**src/pscc_pkg.sv**
```systemverilog
// constants and types for the pcm stream command controller
// Summary of operation
// - from params-set, only set-parameters or prepare are accepted next
// - prepared holds resources; accepts set-parameters, prepare, start or release
// - start puts stream running and unmuted; only stop may follow
// - stop mutes and halts stream; only start or release may follow
// - release frees resources; only set-parameters or prepare may follow
// - config response: header, association, features, flags, direction, channels, formats, rates, chmap
// - feature bits from 0: host shmem, guest shmem, polling, periods, xruns
// - rate bits indexed 0 for 5512 Hz up to 384000 Hz ascending
// - flags bit 0 means channel map; first max-channels entries valid
// - without channel-map flag every chmap entry is position code 0
// - never report undefined direction, feature, format or rate bits
// - only interleaved sample layout is supported
// - association is fixed; lower value means higher priority
// - polling suppresses tx/rx notifications; event features enable period/xrun events
// - intermediate buffer at least the requested buffer size
// - request codes 0x0100 upward: query, set, prepare, release, start, stop
// - status codes 0x8000 ok, then malformed, not supported, io error
package pscc_pkg;
    localparam logic [31:0] CODE_GET_CONFIG = 32'h0000_0100;
    localparam logic [31:0] CODE_SET_PARAMS = 32'h0000_0101;
    localparam logic [31:0] CODE_PREPARE    = 32'h0000_0102;
    localparam logic [31:0] CODE_RELEASE    = 32'h0000_0103;
    localparam logic [31:0] CODE_START      = 32'h0000_0104;
    localparam logic [31:0] CODE_STOP       = 32'h0000_0105;
    localparam logic [31:0] ST_OK           = 32'h0000_8000;
    localparam logic [31:0] ST_BAD_MSG      = 32'h0000_8001;
    localparam logic [31:0] ST_NOT_SUPP     = 32'h0000_8002;
    localparam logic [31:0] ST_IO_ERR       = 32'h0000_8003;
    localparam int          FEAT_SHMEM_HOST  = 0;
    localparam int          FEAT_SHMEM_GUEST = 1;
    localparam int          FEAT_POLLING     = 2;
    localparam int          FEAT_EVT_PERIODS = 3;
    localparam int          FEAT_EVT_XRUNS   = 4;
    localparam logic [31:0] FEAT_DEFINED    = 32'h0000_001F;
    localparam int          FLAG_CHMAP      = 0;
    localparam int          RATE_COUNT      = 14;
    localparam logic [63:0] RATE_DEFINED    = 64'h0000_0000_0000_3FFF;
    localparam int          FMT_COUNT       = 25;
    localparam logic [63:0] FMT_DEFINED     = 64'h0000_0000_01FF_FFFF;
    localparam logic [7:0]  DIR_OUTPUT      = 8'h00;
    localparam logic [7:0]  DIR_INPUT       = 8'h01;
    localparam logic [7:0]  CH_NONE         = 8'h00;
    localparam int          CH_MAX          = 18;
    localparam logic [7:0]  PAD_ZERO        = 8'h00;
    localparam logic [31:0] ZERO32          = 32'h0000_0000;

    typedef enum logic [2:0] {
        PSCC_IDLE,
        PSCC_PARAMS,
        PSCC_PREPARED,
        PSCC_RUNNING,
        PSCC_STOPPED,
        PSCC_RELEASED
    } pscc_state_e;

    typedef struct packed {
        logic [31:0] code;
        logic [31:0] stream_id;
        logic [31:0] buffer_bytes;
        logic [31:0] period_bytes;
        logic [31:0] features;
        logic [7:0]  channels;
        logic [7:0]  format;
        logic [7:0]  rate;
        logic [7:0]  padding;
    } pscc_req_s;

    typedef struct packed {
        logic [31:0] buffer_bytes;
        logic [31:0] period_bytes;
        logic [31:0] features;
        logic [7:0]  channels;
        logic [7:0]  format;
        logic [7:0]  rate;
    } pscc_params_s;

    // response header words and fixed config fields in transmit order
    typedef struct packed {
        logic [31:0] status;
        logic [31:0] association;
        logic [31:0] features;
        logic [7:0]  flags;
        logic [7:0]  direction;
        logic [7:0]  channels_min;
        logic [7:0]  channels_max;
        logic [63:0] formats;
        logic [63:0] rates;
    } pscc_cfg_s;
endpackage : pscc_pkg

```
**src/pscc_fifo.sv**
```systemverilog
// parameterised valid/ready fifo
`timescale 1ns/10ps
`default_nettype none
module pscc_fifo #(
    parameter int WIDTH = 8,
    parameter int DEPTH = 8
) (
    input  wire logic             clk,
    input  wire logic             rst_n,
    input  wire logic [WIDTH-1:0] in_data,
    input  wire logic             in_valid,
    output logic                  in_ready,
    output logic      [WIDTH-1:0] out_data,
    output logic                  out_valid,
    input  wire logic             out_ready
);
    localparam int AW = $clog2(DEPTH);
    logic [WIDTH-1:0] mem_reg [DEPTH];
    logic [AW-1:0]    wr_reg, wr_next, rd_reg, rd_next;
    logic [AW:0]      cnt_reg, cnt_next;
    logic             push, pop;

    assign in_ready  = (cnt_reg != (AW+1)'(DEPTH));
    assign out_valid = (cnt_reg != '0);
    assign out_data  = mem_reg[rd_reg];
    assign push      = in_valid & in_ready;
    assign pop       = out_valid & out_ready;

    always_comb begin
        wr_next  = push ? ((wr_reg == AW'(DEPTH-1)) ? '0 : wr_reg + 1'b1) : wr_reg;
        rd_next  = pop ? ((rd_reg == AW'(DEPTH-1)) ? '0 : rd_reg + 1'b1) : rd_reg;
        cnt_next = cnt_reg + (AW+1)'(push) - (AW+1)'(pop);
    end

    always_ff @(posedge clk or negedge rst_n) begin
        if (!rst_n) begin
            wr_reg  <= '0;
            rd_reg  <= '0;
            cnt_reg <= '0;
        end else begin
            wr_reg  <= wr_next;
            rd_reg  <= rd_next;
            cnt_reg <= cnt_next;
        end
    end

    // storage needs no reset; it is only read while count says valid
    always_ff @(posedge clk) begin
        if (push) begin
            mem_reg[wr_reg] <= in_data;
        end
    end
endmodule : pscc_fifo
`default_nettype wire

```
**src/pscc_ctrl.sv**
```systemverilog
// pcm stream command controller: lifecycle, parameter checks, config response
`timescale 1ns/10ps
`default_nettype none
module pscc_ctrl #(
    parameter int          STREAMS      = 4,
    parameter int          FIFO_DEPTH   = 8,
    parameter logic [31:0] INTBUF_BYTES = 32'h0001_0000,
    parameter logic [31:0] ASSOC        = 32'h0000_0000,
    parameter logic [31:0] CFG_FEATURES = 32'h0000_001C,
    parameter logic [63:0] CFG_FORMATS  = 64'h0000_0000_0000_00FF,
    parameter logic [63:0] CFG_RATES    = 64'h0000_0000_0000_00C0,
    parameter logic [7:0]  CFG_FLAGS    = 8'h01,
    parameter logic [7:0]  CFG_DIR      = 8'h00,
    parameter logic [7:0]  CFG_CH_MIN   = 8'h01,
    parameter logic [7:0]  CFG_CH_MAX   = 8'h02
) (
    input  wire logic                clk,
    input  wire logic                rst_n,
    input  wire pscc_pkg::pscc_req_s req,
    input  wire logic                req_valid,
    output logic                     req_ready,
    output pscc_pkg::pscc_cfg_s      rsp,
    output logic                     rsp_valid,
    input  wire logic                rsp_ready,
    output logic [7:0]               chmap_byte,
    output logic                     chmap_valid,
    input  wire logic                chmap_ready,
    output logic [STREAMS-1:0]       stream_running,
    output logic [STREAMS-1:0]       stream_alloc,
    output logic [STREAMS-1:0]       notify_suppress,
    output logic [STREAMS-1:0]       evt_period_en,
    output logic [STREAMS-1:0]       evt_xrun_en
);
    localparam int SW = (STREAMS > 1) ? $clog2(STREAMS) : 1;
    localparam int CW = $clog2(pscc_pkg::CH_MAX + 1);

    pscc_pkg::pscc_state_e  st_reg  [STREAMS];
    pscc_pkg::pscc_state_e  st_next [STREAMS];
    pscc_pkg::pscc_params_s par_reg [STREAMS];
    pscc_pkg::pscc_params_s par_next[STREAMS];
    pscc_pkg::pscc_cfg_s    rsp_reg, rsp_next;
    logic                   rv_reg, rv_next;
    logic                   map_pend_reg, map_pend_next;
    logic [CW-1:0]          map_idx_reg, map_idx_next;
    logic [SW-1:0]          sid;
    logic                   sid_ok, take, lc_ok, par_bad, par_unsupp, fifo_ready;
    logic [31:0]            status;
    logic [7:0]             map_val;

    // busy while a response or a channel map is still pending
    assign req_ready = !rv_reg && !map_pend_reg;
    assign take      = req_valid && req_ready;
    assign sid       = req.stream_id[SW-1:0];
    assign sid_ok    = req.stream_id < 32'(STREAMS);
    assign rsp       = rsp_reg;
    assign rsp_valid = rv_reg;

    // fixed channel positions front-left, front-right ... when map advertised; a single channel gets code 8'h02
    always_comb begin
        map_val = pscc_pkg::CH_NONE;
        if (CFG_FLAGS[pscc_pkg::FLAG_CHMAP] && (map_idx_reg < CW'(CFG_CH_MAX))) begin
            map_val = (CFG_CH_MAX == 8'h01) ? 8'h02 : 8'(map_idx_reg) + 8'h03;
        end
    end

    always_comb begin
        lc_ok = 1'b0;
        unique case (st_reg[sid])
            pscc_pkg::PSCC_IDLE,
            pscc_pkg::PSCC_PARAMS,
            pscc_pkg::PSCC_RELEASED: lc_ok = (req.code == pscc_pkg::CODE_SET_PARAMS) ||
                                             (req.code == pscc_pkg::CODE_PREPARE);
            pscc_pkg::PSCC_PREPARED: lc_ok = (req.code == pscc_pkg::CODE_SET_PARAMS) ||
                                             (req.code == pscc_pkg::CODE_PREPARE) ||
                                             (req.code == pscc_pkg::CODE_START) ||
                                             (req.code == pscc_pkg::CODE_RELEASE);
            pscc_pkg::PSCC_RUNNING:  lc_ok = (req.code == pscc_pkg::CODE_STOP);
            pscc_pkg::PSCC_STOPPED:  lc_ok = (req.code == pscc_pkg::CODE_START) ||
                                             (req.code == pscc_pkg::CODE_RELEASE);
        endcase
    end

    // malformed: broken layout or arithmetic; unsupported: valid but not offered
    always_comb begin
        par_bad = (req.period_bytes == pscc_pkg::ZERO32) ||
                  ((req.buffer_bytes % req.period_bytes) != pscc_pkg::ZERO32) ||
                  (req.padding != pscc_pkg::PAD_ZERO) ||
                  ((req.features & ~pscc_pkg::FEAT_DEFINED) != pscc_pkg::ZERO32) ||
                  (req.format >= 8'(pscc_pkg::FMT_COUNT)) ||
                  (req.rate >= 8'(pscc_pkg::RATE_COUNT)) ||
                  (req.features[pscc_pkg::FEAT_SHMEM_HOST] &&
                   req.features[pscc_pkg::FEAT_SHMEM_GUEST]);
        par_unsupp = ((req.features & ~CFG_FEATURES) != pscc_pkg::ZERO32) ||
                     req.features[pscc_pkg::FEAT_SHMEM_HOST] ||
                     req.features[pscc_pkg::FEAT_SHMEM_GUEST] ||
                     !CFG_FORMATS[req.format[5:0]] ||
                     !CFG_RATES[req.rate[5:0]] ||
                     (req.channels < CFG_CH_MIN) || (req.channels > CFG_CH_MAX) ||
                     (req.buffer_bytes > INTBUF_BYTES);
    end

    always_comb begin
        status = pscc_pkg::ST_OK;
        if (!sid_ok) begin
            status = pscc_pkg::ST_BAD_MSG;
        end else if (req.code == pscc_pkg::CODE_GET_CONFIG) begin
            status = pscc_pkg::ST_OK;
        end else if (req.code < pscc_pkg::CODE_GET_CONFIG ||
                     req.code > pscc_pkg::CODE_STOP) begin
            status = pscc_pkg::ST_NOT_SUPP;
        end else if (!lc_ok) begin
            status = pscc_pkg::ST_BAD_MSG;
        end else if (req.code == pscc_pkg::CODE_SET_PARAMS) begin
            status = par_bad ? pscc_pkg::ST_BAD_MSG :
                     (par_unsupp ? pscc_pkg::ST_NOT_SUPP : pscc_pkg::ST_OK);
        end
    end

    for (genvar i = 0; i < STREAMS; i++) begin : g_stream
        always_comb begin
            st_next[i]  = st_reg[i];
            par_next[i] = par_reg[i];
            if (take && sid_ok && (sid == SW'(i)) && (status == pscc_pkg::ST_OK)) begin
                unique case (req.code)
                    pscc_pkg::CODE_SET_PARAMS: begin
                        st_next[i]  = pscc_pkg::PSCC_PARAMS;
                        par_next[i] = '{req.buffer_bytes, req.period_bytes, req.features,
                                        req.channels, req.format, req.rate};
                    end
                    pscc_pkg::CODE_PREPARE: st_next[i] = pscc_pkg::PSCC_PREPARED;
                    pscc_pkg::CODE_START:   st_next[i] = pscc_pkg::PSCC_RUNNING;
                    pscc_pkg::CODE_STOP:    st_next[i] = pscc_pkg::PSCC_STOPPED;
                    pscc_pkg::CODE_RELEASE: st_next[i] = pscc_pkg::PSCC_RELEASED;
                    default:                st_next[i] = st_reg[i];
                endcase
            end
        end

        always_ff @(posedge clk or negedge rst_n) begin
            if (!rst_n) begin
                st_reg[i]  <= pscc_pkg::PSCC_IDLE;
                par_reg[i] <= '0;
            end else begin
                st_reg[i]  <= st_next[i];
                par_reg[i] <= par_next[i];
            end
        end

        // unmuted only while running; resources held prepared through stopped
        assign stream_running[i]  = (st_reg[i] == pscc_pkg::PSCC_RUNNING);
        assign stream_alloc[i]    = (st_reg[i] == pscc_pkg::PSCC_PREPARED) ||
                                    (st_reg[i] == pscc_pkg::PSCC_RUNNING) ||
                                    (st_reg[i] == pscc_pkg::PSCC_STOPPED);
        assign notify_suppress[i] = par_reg[i].features[pscc_pkg::FEAT_POLLING];
        assign evt_period_en[i]   = par_reg[i].features[pscc_pkg::FEAT_EVT_PERIODS];
        assign evt_xrun_en[i]     = par_reg[i].features[pscc_pkg::FEAT_EVT_XRUNS];
    end

    always_comb begin
        rsp_next      = rsp_reg;
        rv_next       = rv_reg && !rsp_ready;
        map_pend_next = map_pend_reg;
        map_idx_next  = map_idx_reg;
        if (map_pend_reg && fifo_ready) begin
            map_idx_next  = map_idx_reg + 1'b1;
            map_pend_next = (map_idx_reg != CW'(pscc_pkg::CH_MAX - 1));
        end
        if (take) begin
            rv_next  = 1'b1;
            rsp_next = '0;
            rsp_next.status = status;
            if (sid_ok && (req.code == pscc_pkg::CODE_GET_CONFIG)) begin
                rsp_next.association  = ASSOC;
                rsp_next.features     = CFG_FEATURES & pscc_pkg::FEAT_DEFINED;
                rsp_next.flags        = CFG_FLAGS & 8'h01;
                rsp_next.direction    = CFG_DIR & pscc_pkg::DIR_INPUT;
                rsp_next.channels_min = CFG_CH_MIN;
                rsp_next.channels_max = CFG_CH_MAX;
                rsp_next.formats      = CFG_FORMATS & pscc_pkg::FMT_DEFINED;
                rsp_next.rates        = CFG_RATES & pscc_pkg::RATE_DEFINED;
                map_pend_next         = 1'b1;
                map_idx_next          = '0;
            end
        end
    end

    always_ff @(posedge clk or negedge rst_n) begin
        if (!rst_n) begin
            rsp_reg      <= '0;
            rv_reg       <= 1'b0;
            map_pend_reg <= 1'b0;
            map_idx_reg  <= '0;
        end else begin
            rsp_reg      <= rsp_next;
            rv_reg       <= rv_next;
            map_pend_reg <= map_pend_next;
            map_idx_reg  <= map_idx_next;
        end
    end

    // channel map bytes trail the fixed fields; stalls when the reader is slow
    pscc_fifo #(
        .WIDTH (8),
        .DEPTH (FIFO_DEPTH)
    ) u_map_fifo (
        .clk       (clk),
        .rst_n     (rst_n),
        .in_data   (map_val),
        .in_valid  (map_pend_reg),
        .in_ready  (fifo_ready),
        .out_data  (chmap_byte),
        .out_valid (chmap_valid),
        .out_ready (chmap_ready)
    );
endmodule : pscc_ctrl
`default_nettype wire

```
**config.mk**
```make
export PLATFORM = sky130hd
export DESIGN_NAME = pscc_ctrl
export DESIGN_NICKNAME = d
export VERILOG_FILES = /design/src/pscc_pkg.sv /design/src/pscc_fifo.sv /design/src/pscc_ctrl.sv
export SDC_FILE = /design/constraint.sdc
export NUM_CORES = 2
export LEC_CHECK = 0
export BUFFER_PORTS_ARGS = -buffer_cell sky130_fd_sc_hd__buf_2
export CORE_ASPECT_RATIO = 1.25
export CORE_MARGIN = 2
export CORE_UTILIZATION = 56
export CTS_CLUSTER_DIAMETER = 150
export DETAILED_ROUTE_END_ITERATION = 10
export PLACE_DENSITY_LB_ADDON = 0.05
export SKIP_LAST_GASP = 1
export SYNTH_ARGS = -nofsm -noshare
export SYNTH_HDL_FRONTEND = slang
export SYNTH_SLANG_ARGS = --single-unit
```
**constraint.sdc**
```tcl
create_clock -name clk -period 2.5 [get_ports clk]
set_input_delay 0.625 -clock clk [delete_from_list [all_inputs] [get_ports clk]]
set_output_delay 0.625 -clock clk [all_outputs]
set_load 0.01 [all_outputs]
```
==> summary.md, run 1 <==
| Metric | Value |
|---|---|
| Status | `aborted with a tool error` |
| Stage reached | `clock tree synthesis (4_1_cts)` |
| Err | `[ERROR DPL-0033] detailed placement checks failed during check placement.` |
| Synthesized area | `39000 sq um` |
| Row Count | `108` |
| Chip Height | `299 um` |
| Seq/Total Area, Yosys | `0.0658` |
| EDFF count, synth | `48` |
| Die Wd | `240 um` |
| CTS buffer count | `9` |
| YS warnings | `0` |
| Num ports | `484` |
| Area share of the largest cell type after synthesis | `0.174` |
| Clock buffer depth | `2` |
| Placed insts | `9145` |
| Top cells by area, synth | `ha_1 (17%), a21oi_1 (6.0%), nand2_1 (5.4%)` |
| GPL Wtd Cong | `1.13` |
| Synth area leader | `ha_1` |
| Initial Util | `0.564` |
| CTS root buf | `clkbuf_16` |
| Resized cells post-CTS | `875` |
| PortBufs | `243` |
| Post-synth ARST share | `0.484` |
| Number of distinct library cells after synthesis | `100` |
| Flops & latches, synth | `93` |
| Post-CTS setup buffers | `375` |
| Clock Sinks | `93` |
| Top FF cell, synth | `edfxtp_1` |
| Post-DP HPWL | `174000 um` |
| Post-synthesis instance total | `5562` |
| Cts hold-fix bufs | `0` |
| H-tree depth | `3` |
| Syn_area_per_cell | `7.01 sq um` |
## synth_stat cells (19+ instances only)
library cell and count:
ha_1 542, o22ai_1 29, clkbuf_1 119, mux2i_1 34
xnor2_1 228, and2_1 42, a21boi_0 20, nor3_1 157
mux2_2 53, buf_1 28, o2111ai_1 21, dfrtp_1 45
a211o_1 37, o211ai_1 67, or2_2 51, nor4_1 85
nor2_1 557, o21a_1 113, o31ai_1 45, nand2_1 558
nand3_1 171, or3_1 67, nand4_1 101, a21oi_1 470
a21o_1 168, a31oi_1 82, a211oi_1 63, inv_1 212
a22oi_1 20, a31o_2 20, o31a_1 23, o21bai_1 40
buf_4 254, nor2b_1 41, a311oi_1 19, and3_1 38
o21ai_0 313, edfxtp_1 48, and4_1 20, nand2b_1 57
xor2_1 138
## kinds of logic after synthesis
group | Yosys count | share of synthesized area
xor gates and xnor gates | 366 | 0.0822
DFF | 93 | 0.0658
AOI/OAI and AO/OA | 1783 | 0.304
and+or+nand+nor | 2036 | 0.252
buffers and inverters | 626 | 0.0851
muxes | 113 | 0.0359
other | 1 | 0.0000961
adders and majority gates | 544 | 0.175
## stage by stage
stage	area, sq um	util	worst slack, ns
after floorplan	42700	-	-56.14
after global placement	61300	0.887	-59.98
after detailed placement	61300	0.887	-62.23
==> run 2: changes to the inputs <==
- CORE_ASPECT_RATIO: 1.25 -> unset
- CORE_UTILIZATION: 56 -> 40
- CTS_CLUSTER_DIAMETER: 150 -> unset
- PLACE_DENSITY_LB_ADDON: 0.05 -> 0.15
- clock period: 2.5 -> 3.25 ns (I/O delays scaled with it)
==> summary.md, run 2 <==
| Metric | Value |
|---|---|
| Initial antenna violation count | `6` |
| Total die area | `100000 sq um` |
| Static leakage | `0.0339 uW` |
| Detailed-route DRC error count | `0` |
| R2R cell count | `10` |
| Initial Util | `0.403` |
| Max cap viols | `0` |
| Total negative slack | `-1499.70 ns` |
| Area share of the largest cell type after synthesis | `0.174` |
| Flops & latches, synth | `93` |
| Fmax | `16.4 MHz` |
| Syn_area_per_cell | `7.01 sq um` |
| Failing checks | `setup timing` |
| Clock period minus worst slack | `61.00 ns` |
| Count leader, synth | `nand2_1` |
| Maximum number of pins on one net before global-route repair | `46` |
| GRT Total Usage | `0.417` |
| Slew margin rel. | `0.259` |
| Placed insts | `9517` |
| Seq/Total Area, Yosys | `0.0658` |
| Hold_ws | `0.471 ns` |
| Num ports | `484` |
| Most frequent CP cell | `buf_4` |
| Max reg flops | `48` |
| R2R setup slack | `0.29 ns` |
| CP max stage cell | `or4_4` |
| H-tree depth | `3` |
| Final WL | `225000 um` |
| Core area | `96700 sq um` |
| Wire per inst | `22.7 um` |
| Synthesized area | `39000 sq um` |
| Drt pass-1 iters | `7` |
| Cts hold-fix bufs | `0` |
| Power per cell area | `283 nW/um^2` |
| RSZ-0062 raised after global routing | `true` |
| ANT nets after route | `0` |
| Die Wd | `316 um` |
| Fraction of layout cells with a size suffix above 1 | `0.501` |
| GPL Wtd Cong | `1.06` |
| Top FF cell, synth | `edfxtp_1` |
| Peak supply drop | `443 uV` |
| CTS root buf | `clkbuf_16` |
| # setup viols final | `26` |
| Worst-Margin Slew | `1.10 ns` |
| Chip Height | `316 um` |
| Row Count | `114` |
| First-pass GRT wire length | `320000 um` |
| Hold WC Path Type | `reg -> reg` |
| Critical path arrival | `61.28 ns` |
| Final core utilization | `0.728` |
| Clock Sinks | `93` |
| Setup CP Type | `in -> reg` |
| Critical path endpoint category | `flop` |
| Clock buffer depth | `2` |
| Commonest non-fill, non-tap cells in the layout | `buf_4 (2844), nand2_1 (495), nor2_1 (479)` |
| Post-synthesis instance total | `5562` |
| Hold path depth | `1` |
| Number of global-route vias before repair | `54500` |
| Layout Nets | `9365` |
| YS warnings | `0` |
| R2r startpoint | `st_reg[1]$_DFFE_PN0P_` |
| Critical Path Start Type | `input pin` |
| Area delta synth->final | `80.5%` |
| Worst hold start | `rsp[239]$_DFFE_PN0P_` |
| Initial DRC count | `4685` |
| Status | `finished, violations left` |
| Synth area leader | `ha_1` |
| Gr ovfl total | `0` |
| Clock-pin slew on the worst setup and hold paths | `0.08 ns` |
| Number of distinct library cells after synthesis | `100` |
| Reg-to-Reg End | `evt_period_en[0]$_DFFE_PN0P_` |
| Commonest cells in the netlist | `nand2_1 (558), nor2_1 (557), ha_1 (542), a21oi_1 (470), o21ai_0 (313)` |
| Vias/cell | `5.77` |
| CP Max Fanout | `9` |
| CP max stage delay | `0.63 ns` |
| Final setup skew | `0.0118 ns` |
| WP data required | `3.53 ns` |
| Hold Vio Cnt, Final | `0` |
| Non-Filler Instances | `9906` |
| CTS buffer count | `9` |
| Tot Pwr | `19900 uW` |
| Hold EP | `rsp[239]$_DFFE_PN0P_` |
| Final Slew Violations | `0` |
| Most common cell after layout, fill and taps aside | `buf_4` |
| Clk_lat worst skew | `0.35 ns` |
| PortBufs | `243` |
| EDFF count, synth | `48` |
| Post-DP HPWL | `178000 um` |
| Setup WS post-layout | `-57.75 ns` |
| Vias | `57200` |
| Period Utilization, post-route | `18.8` |
| TritonCTS clock tree | `yes` |
| Top cells by area, synth | `ha_1 (17%), a21oi_1 (6.0%), nand2_1 (5.4%)` |
| Post-synth ARST share | `0.484` |
-- run 2: cell counts after synthesis --
Identical to the previous run, type by type.
-- run 2: cell type report --
type | count | area (sq um)
Antenna cell | 1 | 2.50
Inverter | 213 | 822
Tap cell | 1276 | 1600
Multi-Input combinational cell | 5108 | 41000
Timing Repair Buffer | 3199 | 24200
Sequential cell | 93 | 2570
Fill cell | 7895 | 26300
Clock inverter | 7 | 70.1
Clock buffer | 9 | 225
-- run 2: routing by layer --
metal	wire [um]	vias up	GRT usage	part of all wire
met5	43	-	0	0.00019
met4	15800	6	0.217	0.070
met3	19800	790	0.0529	0.088
met2	101000	2947	0.697	0.45
met1	88800	26900	0.526	0.39
li1	-	26500	-	-
-- run 2: repair_timing --
item / in CTS / in global routing
pin swaps: 241 / 378
buffers inserted: 198 / 171
cloned: 5 / 6
setup endpoints to repair: 26 / 26
gates resized for setup: 481 / 573
hold endpoints to repair: 0 / 0
-- run 2: report_power, final --
part / internal, uW / switching, uW / leakage [uW]
logic: 8680 / 8800 / 0.0328
clock network: 545 / 514 / 0.000144
registers: 1280 / 78.2 / 0.000925
-- run 2: cells by family after synthesis --
| group | after synthesis | synth area share |
|---|---|---|
| compound gates | 1783 | 0.304 |
| xor+xnor | 366 | 0.0822 |
| buf+inv | 626 | 0.0851 |
| other cells | 1 | 0.0000961 |
| fa+ha+maj | 544 | 0.175 |
| simple gates | 2036 | 0.252 |
| flops | 93 | 0.0658 |
| mux | 113 | 0.0359 |
-- run 2: metrics by stage --
| step | instance area, sq um | setup slack (ns) |
|---|---|---|
| after floorplan | 42700 | -55.57 |
| after global placement | 62000 | -61.36 |
| after detailed placement | 62000 | -62.01 |
| after CTS | 66300 | -56.40 |
| after global routing | 70400 | -59.64 |
| final | 70400 | -57.75 |
-- run 2: worst max-delay path by stage --
stage                     startpoint               endpoint  cells past startpoint
final                        req[64]  st_reg[0]$_DFFE_PN0P_                    308
after global routing         req[90]  st_reg[0]$_DFFE_PN0P_                    308
after CTS                    req[90]  st_reg[3]$_DFFE_PN0P_                    301
after detailed placement     req[83]  st_reg[3]$_DFFE_PN0P_                    292
after global placement       req[83]  st_reg[3]$_DFFE_PN0P_                    299
after floorplan              req[64]  st_reg[3]$_DFFE_PN0P_                    287
-- run 2: critical path, delay by kind of cell --
family | cells | cell delay, ns
buf+inv | 59 | 8.61
mux | 6 | 1.65
xor+xnor | 2 | 0.40
fa+ha+maj | 32 | 8.77
compound gates | 129 | 25.81
simple gates | 80 | 15.00
Note: power is estimated with default switching activity, not from simulation.
